**src/verilog/olm_defs.svh**
```systemverilog
`ifndef OLM_DEFS_SVH
`define OLM_DEFS_SVH

// ----------------------------------------------------------------
// Timing
// ----------------------------------------------------------------
`define OLM_MCLK_HZ        200000000
`define OLM_INIT_TIME_MS   2000
`define OLM_INIT_CYC       (`OLM_INIT_TIME_MS * (`OLM_MCLK_HZ / 1000))
`define OLM_RST_MIN_NS     10000
`define OLM_RST_MIN_CYC    ((`OLM_RST_MIN_NS * (`OLM_MCLK_HZ / 1000000) + 999) / 1000)

// ----------------------------------------------------------------
// Sizes and reset values
// ----------------------------------------------------------------
`define OLM_LANES          4
`define OLM_MON_W          16
`define OLM_MEM_DEPTH      16
`define OLM_SLAVE_ADDR     7'h50
`define OLM_LOS_THR_RST    16'h0100
`define OLM_PIN_IDLE       7'h73

// ----------------------------------------------------------------
// Register bus offsets and fields
// ----------------------------------------------------------------
`define OLM_REG_CTRL       8'h00
`define OLM_REG_STATUS     8'h04
`define OLM_REG_IRQ_STAT   8'h08
`define OLM_REG_IRQ_MASK   8'h0c
`define OLM_REG_LOS_THR    8'h10
`define OLM_REG_MON_HI     4'h2
`define OLM_CTRL_TXDIS     0
`define OLM_ST_NOT_READY   0
`define OLM_ST_LOW_PWR     1
`define OLM_ST_TX_OFF      2
`define OLM_ST_SELECTED    3
`define OLM_ST_LOS_LSB     4
`define OLM_ST_INT_LINE    8
`define OLM_EV_DONE        0
`define OLM_EV_LOS         1
`define OLM_EV_SER_WR      2
`define OLM_EV_W           3

// ----------------------------------------------------------------
// Serial memory map
// ----------------------------------------------------------------
`define OLM_SER_STATUS     4'h0
`define OLM_SER_FLAGS      8'h01
`define OLM_SER_CTRL       8'h0c
`define OLM_SER_MEM_PAGE   4'h1
`define OLM_SER_TXDIS      0

`endif

```
**src/verilog/olm_pkg.sv**
```systemverilog
package olm_pkg;

    typedef enum logic [2:0] {
        I2C_IDLE,
        I2C_ADDR,
        I2C_WPTR,
        I2C_WDATA,
        I2C_ACK,
        I2C_RDATA,
        I2C_RACK
    } olm_i2c_state_t;

endpackage

```
**src/verilog/olm_byte_mem.sv**
```systemverilog
module olm_byte_mem #(
    parameter int unsigned WIDTH = 8,
    parameter int unsigned DEPTH = 16,
    parameter int unsigned AW    = $clog2(DEPTH)
) (
    // Clock and reset
    input  wire logic             clk,
    input  wire logic             rstN,
    // Write port
    input  wire logic             we,
    input  wire logic [AW-1:0]    waddr,
    input  wire logic [WIDTH-1:0] wdata,
    // Registered read port
    input  wire logic [AW-1:0]    raddr,
    output logic      [WIDTH-1:0] rdata
);
    logic [WIDTH-1:0] mem [DEPTH];

    if (DEPTH < 2 || WIDTH < 1) begin : gBad
        $error("olm_byte_mem: DEPTH must be at least 2");
    end

    for (genvar i = 0; i < DEPTH; i++) begin : gEntry
        always_ff @(posedge clk) begin
            if (we && waddr == AW'(i)) begin
                mem[i] <= wdata;
            end
        end
    end

    always_ff @(posedge clk or negedge rstN) begin
        if (!rstN) begin
            rdata <= '0;
        end else begin
            rdata <= mem[raddr];
        end
    end

endmodule

```
**src/verilog/olm_mgmt.sv**
```systemverilog
// Chosen here: the address map and register access over AHB-Lite.
`include "olm_defs.svh"

// Contract
// RULE1: Serial traffic is answered only while module select is held low.
// RULE2: A host sharing one serial bus gives every module its own select line.
// RULE3: A reset input held low past the minimum length restores all settings; ahbTxDis, irqMask and losThresh on AHB-Lite keep their values.
// RULE4: The host disregards status bits until reset completion is signalled.
// RULE5: Reset completion pulls the interrupt line and clears the not-ready flag.
// RULE6: After power-up the completion interrupt is posted without any reset.
// RULE7: The interrupt line goes low for a fault or a status critical to the host.
// RULE8: The host reads the serial memory map to find the interrupt source.
// RULE9: The interrupt line is only pulled low or released, never driven high.
// RULE10: The transmitter is off when disabled by the pin or a serial command.
// RULE11: The loss alarm rises when any of the four lane levels is below threshold.
// RULE12: Each lane level is monitored and readable over the serial bus.
// RULE13: Power consumption is limited by the low power select input.
// RULE14: The presence line is held low while the module is inserted.
// RULE15: The module is fully functional within the initialization time.
// RULE16: The reset input is filtered against a configurable minimum low time.
module olm_mgmt #(
    parameter int unsigned INIT_CYCLES = `OLM_INIT_CYC,
    parameter int unsigned RST_MIN_CYC = `OLM_RST_MIN_CYC,
    parameter logic [6:0]  SLAVE_ADDR  = `OLM_SLAVE_ADDR
) (
    // Clock and reset
    input  wire logic        mclk,
    input  wire logic        nrst,
    // AHB-Lite slave
    input  wire logic        hsel,
    input  wire logic [31:0] haddr,
    input  wire logic [1:0]  htrans,
    input  wire logic        hwrite,
    input  wire logic [2:0]  hsize,
    input  wire logic [31:0] hwdata,
    input  wire logic        hready,
    output logic             hreadyout,
    output logic      [31:0] hrdata,
    output logic             hresp,
    output logic             irq,
    // Host control pins
    input  wire logic        module_select_n,
    input  wire logic        module_reset_n,
    input  wire logic        low_power_select,
    input  wire logic        transmit_disable,
    // Serial bus
    input  wire logic        scl,
    input  wire logic        sdaIn,
    output logic             sdaOut,
    output logic             sdaOeN,
    // Status pins
    input  wire logic        interrupt_n_in,
    output logic             interrupt_n_out,
    output logic             interrupt_n_oe_n,
    output logic             presence_n,
    // Lane levels and controls
    input  wire logic [63:0] rxLevel,
    output logic             txOff,
    output logic             powerLimitLow,
    output logic             receive_signal_loss_alarm
);
    import olm_pkg::*;

    localparam int unsigned LANES = `OLM_LANES;
    localparam int unsigned MW    = `OLM_MON_W;

    if (INIT_CYCLES < 1 || RST_MIN_CYC < 1 || RST_MIN_CYC > 65535) begin : gBad
        $error("olm_mgmt: INIT_CYCLES or RST_MIN_CYC out of range");
    end

    // ----------------------------------------------------------------
    // Reset release and pin synchronisers
    // ----------------------------------------------------------------
    logic       rstMeta;
    logic       rstN;
    logic [6:0] pinMeta;
    logic [6:0] pinSync;
    logic [6:0] pinPrev;
    wire  [6:0] pinRaw = {interrupt_n_in, sdaIn, scl, transmit_disable,
                          low_power_select, module_reset_n, module_select_n};

    always_ff @(posedge mclk or negedge nrst) begin
        if (!nrst) begin
            rstMeta <= 1'b0;
            rstN    <= 1'b0;
        end else begin
            rstMeta <= 1'b1;
            rstN    <= rstMeta;
        end
    end

    always_ff @(posedge mclk or negedge rstN) begin
        if (!rstN) begin
            pinMeta <= `OLM_PIN_IDLE;
            pinSync <= `OLM_PIN_IDLE;
            pinPrev <= `OLM_PIN_IDLE;
        end else begin
            pinMeta <= pinRaw;
            pinSync <= pinMeta;
            pinPrev <= pinSync;
        end
    end

    wire selActive = ~pinSync[0];
    wire rstPinLow = ~pinSync[1];
    wire lowPwrS   = pinSync[2];
    wire txDisS    = pinSync[3];
    wire sclS      = pinSync[4];
    wire sdaS      = pinSync[5];
    wire intLineS  = pinSync[6];
    wire sclRise   = sclS & ~pinPrev[4];
    wire sclFall   = ~sclS & pinPrev[4];
    wire startCond = sclS & pinPrev[4] & ~sdaS & pinPrev[5];
    wire stopCond  = sclS & pinPrev[4] & sdaS & ~pinPrev[5];

    // ----------------------------------------------------------------
    // Reset filter and initialization timer
    // ----------------------------------------------------------------
    logic [15:0] rstLowCnt;
    logic [31:0] initCnt;
    logic        dataNotReady;
    wire         modRstHeld = (rstLowCnt == 16'(RST_MIN_CYC));
    wire         initLast   = (initCnt == 32'(INIT_CYCLES - 1));
    wire         initDone   = dataNotReady & ~modRstHeld & initLast;

    always_ff @(posedge mclk or negedge rstN) begin
        if (!rstN) begin
            rstLowCnt <= 16'h0000;
        end else if (!rstPinLow) begin
            rstLowCnt <= 16'h0000; // RULE16
        end else if (!modRstHeld) begin
            rstLowCnt <= rstLowCnt + 16'h0001; // RULE16
        end
    end

    // Power-up leaves the not-ready flag set, so completion is posted unasked.
    always_ff @(posedge mclk or negedge rstN) begin
        if (!rstN) begin
            dataNotReady <= 1'b1; // RULE6
            initCnt      <= 32'h0000_0000;
        end else if (modRstHeld) begin
            dataNotReady <= 1'b1; // RULE3
            initCnt      <= 32'h0000_0000;
        end else if (initDone) begin
            dataNotReady <= 1'b0; // RULE5 RULE15
            initCnt      <= 32'h0000_0000;
        end else if (dataNotReady) begin
            initCnt <= initCnt + 32'h0000_0001;
        end
    end

    // ----------------------------------------------------------------
    // Lane monitoring and serial map contents
    // ----------------------------------------------------------------
    logic [15:0] losThresh;
    logic [3:0]  losCmp;
    logic [3:0]  losR;
    logic [4:0]  serFlags;
    logic [7:0]  serialCtrl;
    logic [7:0]  liveBytes [16];
    logic [7:0]  memRd;
    logic [7:0]  ptr;
    wire  [3:0]  losNew = losCmp & ~losR;

    for (genvar g = 0; g < LANES; g++) begin : gLane
        assign losCmp[g]           = rxLevel[g*MW +: MW] < losThresh; // RULE11
        assign liveBytes[2 + 2*g]  = rxLevel[g*MW + 8 +: 8]; // RULE12
        assign liveBytes[3 + 2*g]  = rxLevel[g*MW +: 8]; // RULE12
    end

    assign liveBytes[0]  = {5'h00, powerLimitLow, txOff, dataNotReady};
    assign liveBytes[1]  = {3'h0, serFlags};
    assign liveBytes[10] = 8'h00;
    assign liveBytes[11] = 8'h00;
    assign liveBytes[12] = serialCtrl;
    assign liveBytes[13] = 8'h00;
    assign liveBytes[14] = 8'h00;
    assign liveBytes[15] = 8'h00;

    wire [7:0] rdByte = (ptr[7:4] == `OLM_SER_STATUS)   ? liveBytes[ptr[3:0]] :
                        (ptr[7:4] == `OLM_SER_MEM_PAGE) ? memRd : 8'h00;

    // ----------------------------------------------------------------
    // Serial bus slave
    // ----------------------------------------------------------------
    olm_i2c_state_t i2cState;
    olm_i2c_state_t rxNext;
    logic [3:0]     bitCnt;
    logic [7:0]     shiftIn;
    logic [7:0]     txByte;
    logic           ackToRead;
    logic           masterAck;

    wire byteDone = sclFall & (bitCnt == 4'h8);
    wire loadRd   = sclFall & ((i2cState == I2C_ACK && ackToRead) ||
                               (i2cState == I2C_RACK && masterAck));
    wire serWrite = byteDone & (i2cState == I2C_WDATA);
    wire memWe    = serWrite & (ptr[7:4] == `OLM_SER_MEM_PAGE);
    wire ctrlWe   = serWrite & (ptr == `OLM_SER_CTRL);
    wire flagRead = loadRd & (ptr == `OLM_SER_FLAGS);
    wire addrHit  = (shiftIn[7:1] == SLAVE_ADDR);

    always_ff @(posedge mclk or negedge rstN) begin
        if (!rstN) begin
            i2cState  <= I2C_IDLE;
            rxNext    <= I2C_WPTR;
            bitCnt    <= 4'h0;
            shiftIn   <= 8'h00;
            txByte    <= 8'hff;
            ptr       <= 8'h00;
            ackToRead <= 1'b0;
            masterAck <= 1'b0;
            sdaOeN    <= 1'b1;
        end else if (!selActive || stopCond) begin
            i2cState <= I2C_IDLE; // RULE1
            sdaOeN   <= 1'b1; // RULE1
        end else if (startCond) begin
            i2cState <= I2C_ADDR;
            bitCnt   <= 4'h0;
            sdaOeN   <= 1'b1;
        end else if (loadRd) begin
            txByte   <= rdByte;
            sdaOeN   <= rdByte[7];
            ptr      <= ptr + 8'h01;
            bitCnt   <= 4'h0;
            i2cState <= I2C_RDATA;
        end else begin
            case (i2cState)
                I2C_ADDR, I2C_WPTR, I2C_WDATA: begin
                    if (sclRise) begin
                        shiftIn <= {shiftIn[6:0], sdaS};
                        bitCnt  <= bitCnt + 4'h1;
                    end else if (byteDone) begin
                        bitCnt <= 4'h0;
                        if (i2cState == I2C_ADDR && !addrHit) begin
                            i2cState <= I2C_IDLE;
                        end else begin
                            sdaOeN    <= 1'b0;
                            i2cState  <= I2C_ACK;
                            ackToRead <= (i2cState == I2C_ADDR) & shiftIn[0];
                            rxNext    <= (i2cState == I2C_ADDR) ? I2C_WPTR : I2C_WDATA;
                            if (i2cState == I2C_WPTR) begin
                                ptr <= shiftIn;
                            end else if (i2cState == I2C_WDATA) begin
                                ptr <= ptr + 8'h01;
                            end
                        end
                    end
                end
                I2C_ACK: begin
                    if (sclFall) begin
                        sdaOeN   <= 1'b1;
                        i2cState <= rxNext;
                    end
                end
                I2C_RDATA: begin
                    if (sclRise) begin
                        bitCnt <= bitCnt + 4'h1;
                    end else if (byteDone) begin
                        sdaOeN    <= 1'b1;
                        bitCnt    <= 4'h0;
                        masterAck <= 1'b0;
                        i2cState  <= I2C_RACK;
                    end else if (sclFall) begin
                        txByte <= {txByte[6:0], 1'b1};
                        sdaOeN <= txByte[6];
                    end
                end
                I2C_RACK: begin
                    if (sclRise) begin
                        masterAck <= ~sdaS;
                    end else if (sclFall) begin
                        i2cState <= I2C_IDLE;
                    end
                end
                default: begin
                    i2cState <= I2C_IDLE;
                end
            endcase
        end
    end

    olm_byte_mem #(
        .WIDTH (8),
        .DEPTH (`OLM_MEM_DEPTH)
    ) uMem (
        .clk   (mclk),
        .rstN  (rstN),
        .we    (memWe),
        .waddr (ptr[3:0]),
        .wdata (shiftIn),
        .raddr (ptr[3:0]),
        .rdata (memRd)
    );

    // ----------------------------------------------------------------
    // Serial settings and host-visible flags
    // ----------------------------------------------------------------
    wire [4:0] serFlagsClr = flagRead ? 5'h1f : 5'h00;

    always_ff @(posedge mclk or negedge rstN) begin
        if (!rstN) begin
            serialCtrl <= 8'h00;
            serFlags   <= 5'h00;
        end else if (modRstHeld) begin
            serialCtrl <= 8'h00; // RULE3
            serFlags   <= 5'h00; // RULE3
        end else begin
            if (ctrlWe) begin
                serialCtrl <= shiftIn;
            end
            serFlags <= (serFlags & ~serFlagsClr) | {losNew, initDone}; // RULE5 RULE7
        end
    end

    // ----------------------------------------------------------------
    // AHB-Lite register file
    // ----------------------------------------------------------------
    logic                 ahbTxDis;
    logic [`OLM_EV_W-1:0] irqStat;
    logic [`OLM_EV_W-1:0] irqMask;
    logic                 wrPend;
    logic [7:0]           wrAddr;

    wire        ahbAccess = hsel & hready & htrans[1];
    wire [7:0]  ra        = haddr[7:0];
    wire [15:0] monSel    = rxLevel[{ra[3:2], 4'h0} +: 16];
    wire [31:0] statusWord = {23'h0, intLineS, losR, selActive, txOff,
                              powerLimitLow, dataNotReady};
    wire [31:0] ahbRdVal =
        (ra == `OLM_REG_CTRL)     ? {31'h0, ahbTxDis} :
        (ra == `OLM_REG_STATUS)   ? statusWord :
        (ra == `OLM_REG_IRQ_STAT) ? {29'h0, irqStat} :
        (ra == `OLM_REG_IRQ_MASK) ? {29'h0, irqMask} :
        (ra == `OLM_REG_LOS_THR)  ? {16'h0, losThresh} :
        (ra[7:4] == `OLM_REG_MON_HI) ? {16'h0, monSel} : 32'h0; // RULE12
    wire wrCtrl = wrPend & (wrAddr == `OLM_REG_CTRL);
    wire wrStat = wrPend & (wrAddr == `OLM_REG_IRQ_STAT);
    wire wrMask = wrPend & (wrAddr == `OLM_REG_IRQ_MASK);
    wire wrThr  = wrPend & (wrAddr == `OLM_REG_LOS_THR);
    wire [`OLM_EV_W-1:0] events  = {serWrite, |losNew, initDone};
    wire [`OLM_EV_W-1:0] w1cMask = wrStat ? hwdata[`OLM_EV_W-1:0] : '0;

    always_ff @(posedge mclk or negedge rstN) begin
        if (!rstN) begin
            wrPend <= 1'b0;
            wrAddr <= 8'h00;
            hrdata <= 32'h0000_0000;
        end else begin
            wrPend <= ahbAccess & hwrite;
            wrAddr <= ra;
            hrdata <= (ahbAccess && !hwrite) ? ahbRdVal : 32'h0000_0000;
        end
    end

    // An event in the same cycle as its write-one-to-clear survives.
    always_ff @(posedge mclk or negedge rstN) begin
        if (!rstN) begin
            ahbTxDis  <= 1'b0;
            irqMask   <= '0;
            irqStat   <= '0;
            losThresh <= `OLM_LOS_THR_RST;
        end else begin
            if (wrCtrl) ahbTxDis <= hwdata[`OLM_CTRL_TXDIS];
            if (wrMask) irqMask <= hwdata[`OLM_EV_W-1:0];
            if (wrThr)  losThresh <= hwdata[15:0];
            irqStat <= (irqStat & ~w1cMask) | events;
        end
    end

    // ----------------------------------------------------------------
    // Registered outputs
    // ----------------------------------------------------------------
    always_ff @(posedge mclk or negedge rstN) begin
        if (!rstN) begin
            hreadyout                 <= 1'b1;
            hresp                     <= 1'b0;
            irq                       <= 1'b0;
            losR                      <= 4'h0;
            txOff                     <= 1'b0;
            powerLimitLow             <= 1'b0;
            receive_signal_loss_alarm <= 1'b0;
            interrupt_n_out           <= 1'b0;
            interrupt_n_oe_n          <= 1'b1;
            presence_n                <= 1'b0;
            sdaOut                    <= 1'b0;
        end else begin
            hreadyout                 <= 1'b1;
            hresp                     <= 1'b0;
            irq                       <= |(irqStat & irqMask);
            losR                      <= losCmp;
            txOff                     <= txDisS | serialCtrl[`OLM_SER_TXDIS] | ahbTxDis; // RULE10
            powerLimitLow             <= lowPwrS; // RULE13
            receive_signal_loss_alarm <= |losCmp; // RULE11
            interrupt_n_out           <= 1'b0; // RULE9
            interrupt_n_oe_n          <= ~(|serFlags); // RULE7 RULE5
            presence_n                <= 1'b0; // RULE14
            sdaOut                    <= 1'b0;
        end
    end
endmodule

```
**config.mk**
```make
export PLATFORM = sky130hd
export DESIGN_NAME = olm_mgmt
export DESIGN_NICKNAME = d
export VERILOG_FILES = /design/src/verilog/olm_pkg.sv /design/src/verilog/olm_byte_mem.sv /design/src/verilog/olm_mgmt.sv
export VERILOG_INCLUDE_DIRS = /design/src /design/src/verilog
export SDC_FILE = /design/constraint.sdc
export NUM_CORES = 1
export LEC_CHECK = 0
export BUFFER_PORTS_ARGS = -buffer_cell sky130_fd_sc_hd__buf_2
export CORE_UTILIZATION = 28
export DETAILED_ROUTE_END_ITERATION = 8
export PLACE_DENSITY = 0.47
export SLEW_MARGIN = 5
export SYNTH_ARGS = -nofsm -noshare
export SYNTH_HDL_FRONTEND = slang
export SYNTH_HIERARCHICAL = 1
export SYNTH_SLANG_ARGS = --single-unit
```
**constraint.sdc**
```tcl
create_clock -name mclk -period 6.3 [get_ports mclk]
set_input_delay 0.945 -clock mclk [delete_from_list [all_inputs] [get_ports mclk]]
set_output_delay 0.945 -clock mclk [all_outputs]
set_load 0.02 [all_outputs]
```
# Word level (Yosys, flattened, before mapping)

Memory sizes are Yosys's and may differ from the RTL's. A register that Yosys moved wholly into a read port is not among the register bits.
Index checks and enable logic that the tools add are counted.

$add $sub $neg: 4
Multipliers: 0
Div/mod/pow operators: 0
Order comparisons: 5
Equal/unequal tests: 52
Shifts and indexed selects: 1
Muxes and demuxes: 146
Bitwise logic cells: 47
Reductions and logical operators: 70

Operators by type and width:

| cell                  | number |
|---|---|
| $mux 8                | 28 |
| $mux 16               | 9 |
| $reduce_or 8->1       | 15 |
| $mux 32               | 3 |
| $mux 4                | 20 |
| $lt 16x16->1          | 4 |
| $shiftx 64x7->16      | 1 |
| $mux 1                | 63 |
| $eq 8x4->1 const B    | 5 |
| $eq 4x4->1 const B    | 9 |
| $mux 3                | 12 |
| $mux 7                | 5 |
| $reduce_and 7->1      | 5 |
| $add 32x1->32 const B | 1 |
| $bmux 8 s4            | 1 |
| $eq 32x29->1 const B  | 1 |
| $ne 5x5->1 const B    | 5 |
| $and 1x1->1           | 23 |
| $logic_and 1x1->1     | 20 |
| $add 16x1->16 const B | 1 |
| $eq 16x11->1 const B  | 1 |
| $eq 4x3->1 const B    | 4 |
| $eq 8x5->1 const B    | 2 |
| $logic_not 8->1       | 2 |
| other kinds (43)      | 85 |

Bits in registers: 177
Latch bits: 0
RAM bits: 128
Memory bits (read-only): 0
Memories: 1

Memory list:

| memory   | words | bits a word | read ports | clocked after Yosys merged registers in | wr ports | RTL line           | RTL |
|---|---|---|---|---|---|---|---|
| uMem.mem | 16    | 8           | 1          | 1                                       | 1        | olm_byte_mem.sv:17 | `logic [WIDTH-1:0] mem [DEPTH];` |

# Logic depth before layout (Yosys ltp)

Depth in word-level cells: 24
Depth in mapped cells: 10

# Hierarchy

The synthesis kept the hierarchy.

By module, submodules not included:

| module       | times used | cells an instance | area an instance (um^2) | seq. area each (um^2) |
|---|---|---|---|---|
| olm_mgmt     | 1          | 1056              | 10487.6                 | 4307.9 |
| olm_byte_mem | 1          | 229               | 5187.5                  | 4043.9 |

# Worst setup path after synthesis

Ideal clock, no wire load.

Kind: reg2reg
Start: reg pinSync[4]
End: mem uMem.mem[0][0] (enable)
Library setup time: 0.383 ns
Arrival time: 2.549 ns
Data required time: 5.917 ns
Path slack: 3.367 ns
Cell stages (with the launch flop): 8
Path buffers: 1
Cell sequence: dfstp_2 -> buf_2 -> nand2b_1 -> nor3_2 -> nand3_1 -> nor2b_1 -> or3b_2 -> nor3_1

Longest elaborated chain between the ends: 24
Elaborated cells between the ends (all ways): 98
Classes of those cells: 62 x mux; 5 x bitwise; 31 x reduce/logical

Ends and longest elaborated chain:

| what                                                            | RTL line           | RTL |
|---|---|---|
| start, declared                                                 | olm_mgmt.sv:77     | `logic [6:0] pinSync;` |
| start signal, assigned                                          | olm_mgmt.sv:95     | `` pinSync <= `OLM_PIN_IDLE; `` |
| start signal, assigned                                          | olm_mgmt.sv:99     | `pinSync <= pinMeta;` |
| $not 1->1 *                                                     | olm_mgmt.sv:112    | `wire sclFall = ~sclS & pinPrev[4];` |
| $and 1x1->1 *                                                   | olm_mgmt.sv:112    |  |
| $and 1x1->1 *                                                   | olm_mgmt.sv:194    | `wire byteDone = sclFall & (bitCnt == 4'h8);` |
| $and 1x1->1 *                                                   | olm_mgmt.sv:197    | `wire serWrite = byteDone & (i2cState == I2C_WDATA);` |
| $and 1x1->1 *                                                   | olm_mgmt.sv:198    | `` wire memWe = serWrite & (ptr[7:4] == `OLM_SER_MEM_PAGE); `` |
| via memWe                                                       | olm_mgmt.sv:198    |  |
| $logic_and 1x1->1                                               | olm_byte_mem.sv:25 | `if (we && waddr == AW'(i)) begin` |
| $mux 1                                                          | olm_byte_mem.sv:25 |  |
| $mux 1 (implied by the code)                                    | olm_byte_mem.sv:26 | `mem[i] <= wdata;` |
| $reduce_or 8->1 (no source line)                                | n/a                |  |
| $mux 4 (no source line) or $mux 1 (tied branches) (15 in a row) | n/a                |  |
| end, declared                                                   | olm_byte_mem.sv:17 |  |

The timed path passes the listed nets; every way through them passes the cells marked *.

# Worst setup path in the final report

Start: reg pinPrev[4]
End: mem uMem.mem[1][7] (enable)

Longest elaborated chain between the ends: 23
Elaborated cells between the ends (all ways): 97
Classes of those cells: 62 x mux; 4 x bitwise; 31 x reduce/logical

Ends and longest elaborated chain:

| what                                                            | RTL line           | RTL |
|---|---|---|
| start, declared                                                 | olm_mgmt.sv:78     | `logic [6:0] pinPrev;` |
| start signal, assigned                                          | olm_mgmt.sv:96     | `` pinPrev <= `OLM_PIN_IDLE; `` |
| start signal, assigned                                          | olm_mgmt.sv:100    | `pinPrev <= pinSync;` |
| $and 1x1->1 *                                                   | olm_mgmt.sv:112    |  |
| $and 1x1->1 *                                                   | olm_mgmt.sv:194    |  |
| $and 1x1->1 *                                                   | olm_mgmt.sv:197    |  |
| $and 1x1->1 *                                                   | olm_mgmt.sv:198    |  |
| via memWe                                                       | olm_mgmt.sv:198    |  |
| $logic_and 1x1->1                                               | olm_byte_mem.sv:25 |  |
| $mux 1                                                          | olm_byte_mem.sv:25 |  |
| $mux 1 (implied by the code)                                    | olm_byte_mem.sv:26 |  |
| $reduce_or 8->1 (no source line)                                | n/a                |  |
| $mux 4 (no source line) or $mux 1 (tied branches) (15 in a row) | n/a                |  |

Marked as above.

==> results by group <==
Run status
  – Outcome: complete, no violations

Worst setup path
  – Worst-path cell chain: nand2b_1 -> nor3_2 -> nand3_1 -> nor2b_1 -> or3b_2 -> nor2_1
  – Reg-to-reg slack, setup: about 2800 ps
  – Reg-to-reg startpoint: pinPrev[4]
  – Critical path's largest stage delay: 630 ps
  – CP Max Fanout: 8
  – Critical path startpoint category: flip-flop
  – Reg2reg path depth: 6
  – CP Class: flip-flop to flip-flop
  – Worst EP arrival: 3700 ps
  – Crit path max-delay cell type: nor2_1
  – Reg2reg end: uMem/mem[1][7]
  – Worst Path Required: 6480 ps
  – Setup crit end kind: flip-flop

Routing
  – Final ANT Viol Nets: 0
  – Routed WL: ~45000 um
  – DR DRC count: 0
  – Initial DRC count: 926
  – Vias/cell: between 5 and 6
  – TritonRoute pass-1 iters: 5
  – Routed vias: between 10000 and 15000
  – Avg WL per Cell: 20.61 um

Floorplan
  – Die Ht: about 240 um
  – IO Pins: around 190
  – Die area: roughly 57000 sq um
  – Initial Util: 0.2840
  – Row cnt: 86
  – CORE AREA: about 55000 sq um
  – DIE WIDTH: between 200 and 250 um

Clock tree
  – Clk_lat worst skew: 550 ps
  – H-tree depth: 2
  – Postcts setup bufs: 0
  – Post-CTS sizing: 0
  – Clk sink count: 307
  – Hold Buf Count CTS: 0
  – Clock Path Buffers: 3
  – Inserted Clock Buffers: 37
  – CTS clk-pin slew, worst paths: around 60 ps
  – TritonCTS clock tree: done
  – Root buffer cell: clkbuf_16

GRT
  – Largest net degree at the start of global routing: 73
  – Antenna violations before repair: 3
  – Grt total ovfl: 0
  – Global Route Usage Sum: 0.1589
  – First-pass GRT wire length: roughly 70000 um
  – Number of global-route vias before repair: roughly 11000

Timing
  – Worst-margin pin slew: a little over 1000 ps
  – Final number of max-transition violations: 0
  – Post-route clock period utilization: 0.5582
  – Final Setup Violations: 0
  – Slew HR: 0.3214
  – Total negative slack: 0 ps
  – Tmin final: approximately 3500 ps
  – Worst Skew: 9.316 ps
  – RSZ-0062 raised after global routing: false
  – Maximum clock frequency: between 200 and 300 MHz
  – Final hold vios: 0

Final layout
  – Final Instance Area: 18080 sq um
  – Layout cells sized above 1: 0.2088
  – Nets: about 1600
  – # fillers: between 5000 and 6000
  – Area grow syn2layout: 15.37%

Synth
  – Yosys reg bits: 307
  – Cell variety after synth: just over 80
  – Yosys warning total: 6
  – Synth async-reset ratio: 0.5831
  – Post-synth top area cell: dfrtp_1
  – Syn Area/Cell: between 10 and 15 sq um
  – Syn Std Cell Area: approximately 16000 sq um
  – Top_reg_cell synth: dfrtp_1
  – Count leader, synth: dfrtp_1
  – Syn Inst Count: 1285
  – Post-synthesis sequential area ratio: 0.5328
  – Post-synth top cells: dfrtp_1 (156), edfxtp_1 (128), nand2_1 (102)
  – Top cell type's share of synthesized area: 0.2490
  – EDFF count, synth: 128
  – Synth top area cells: dfrtp_1 (25%), edfxtp_1 (25%), mux4_2 (6.5%)

Power
  – Worst vdd ir: ~0.00021 V
  – Power per cell area: 245.2 nW/um^2
  – Leakage: 6.920 nW

Placed design
  – Detailed placer's ending HPWL: ~32000 um
  – Post-DP Area: approximately 17000 sq um
  – Number of port buffers: 122
  – Routability congestion estimate: ~0.9

Job
  – Max-Cap Viols: 0

Hold path
  – HP Class: primary input to async pin
## worst max path at each step
stage          cells past startpoint        from             end
2_1_floorplan                      0        rstN       ackToRead
3_3_place_gp                       6  pinPrev[4]  uMem/mem[3][2]
3_5_place_dp                       6  pinPrev[4]  uMem/mem[3][2]
4_1_cts                            6  pinPrev[4]  uMem/mem[1][2]
5_1_grt                            6  pinPrev[4]  uMem/mem[3][2]
6_report                           6  pinPrev[4]  uMem/mem[1][7]
## logic make-up after synthesis
kind of cell / Yosys count / share of synthesized area
DFF: 307 / 0.5328
and+or+nand+nor: 398 / 0.1284
AOI/OAI and AO/OA: 256 / 0.1064
buffers and inverters: 120 / 0.03975
adders and majority gates: 68 / 0.05428
xor gates and xnor gates: 14 / 0.007822
muxes: 120 / 0.1300
other: 2 / 0.0004791
## final cells by class
| class | instances | area, sq um | share of cell area |
|---|---|---|---|
| Clock inverter | 13 | 113.9 | 0.006296 |
| Multi-Input combinational cell | 878 | 6775 | 0.3746 |
| Tap cell | 748 | 935.9 | 0.05175 |
| Antenna cell | 2 | 5.005 | 0.0002767 |
| Inverter | 43 | 161.4 | 0.008925 |
| Clock buffer | 54 | 1010 | 0.05583 |
| Sequential cell | 307 | 8361 | 0.4623 |
| Timing Repair Buffer | 137 | 723.2 | 0.03999 |
## worst max-delay path: cells and delay by family (launching register included)
family,cells,cell delay [ps]
simple gates,6,2570
flops,1,580
## state kept, by name, summed over array words and instances (netlist names), 7 cells and up
| name | count |
|---|---|
| uMem/mem | 128 |
| initCnt | 32 |
| hrdata | 16 |
| losThresh | 16 |
| rstLowCnt | 16 |
| ptr | 8 |
| serialCtrl | 8 |
| shiftIn | 8 |
| uMem/rdata | 8 |
| wrAddr | 8 |
| pinMeta | 7 |
| pinSync | 7 |
| txByte | 7 |
## through the flow
step / power (mW) / hold slack (ps) / std cells / utilization / setup slack, ps
detailed placement: 2.442 / 334.7 / 2113 / 0.3072 / 2778
CTS: 4.507 / 132.7 / 2180 / 0.3275 / 2767
global placement: 2.439 / 333.0 / 2113 / 0.3072 / 2746
finish: 4.435 / 162.9 / 2182 / 0.3276 / 2783
floorplan: 2.326 / 331.2 / 1305 / - / 983.0
global route: 4.613 / 148.2 / 2182 / 0.3276 / 2620
## routing by layer
layer  track usage  wire length [um]  vias to the layer above
met2        0.2450             20280                      351
met1        0.2267             21330                     5526
li1              -                 -                     5099
met4       0.04759               971                        2
met3       0.02771              2371                       56
met5             0                13                        -
## cells in the final DEF (no fill, tap or decap), drive strengths merged, types with 9 or more instances in the layout
| master | n |
|---|---|
| o31ai | 9 |
| nand2b | 22 |
| and3 | 12 |
| nor4 | 11 |
| mux2 | 37 |
| dfstp | 23 |
| nor2 | 96 |
| conb | 22 |
| xor2 | 10 |
| a21oi | 70 |
| o21ai | 48 |
| clkbuf | 54 |
| ha | 68 |
| nor3 | 25 |
| inv | 46 |
| a31oi | 17 |
| nand2 | 102 |
| dfrtp | 156 |
| a22oi | 33 |
| nor2b | 10 |
| a211oi | 10 |
| mux4 | 59 |
| edfxtp | 128 |
| mux2i | 24 |
| nand4 | 18 |
| buf | 137 |
| a2bb2oi | 9 |
| or3 | 15 |
| nand3 | 50 |
## where the power goes
| group | switching, mW | internal [mW] |
|---|---|---|
| clock network | 0.870 | 1.16 |
| logic | 0.159 | 0.105 |
| registers | 0.0356 | 2.10 |
Power figures use the tool's default switching activity.
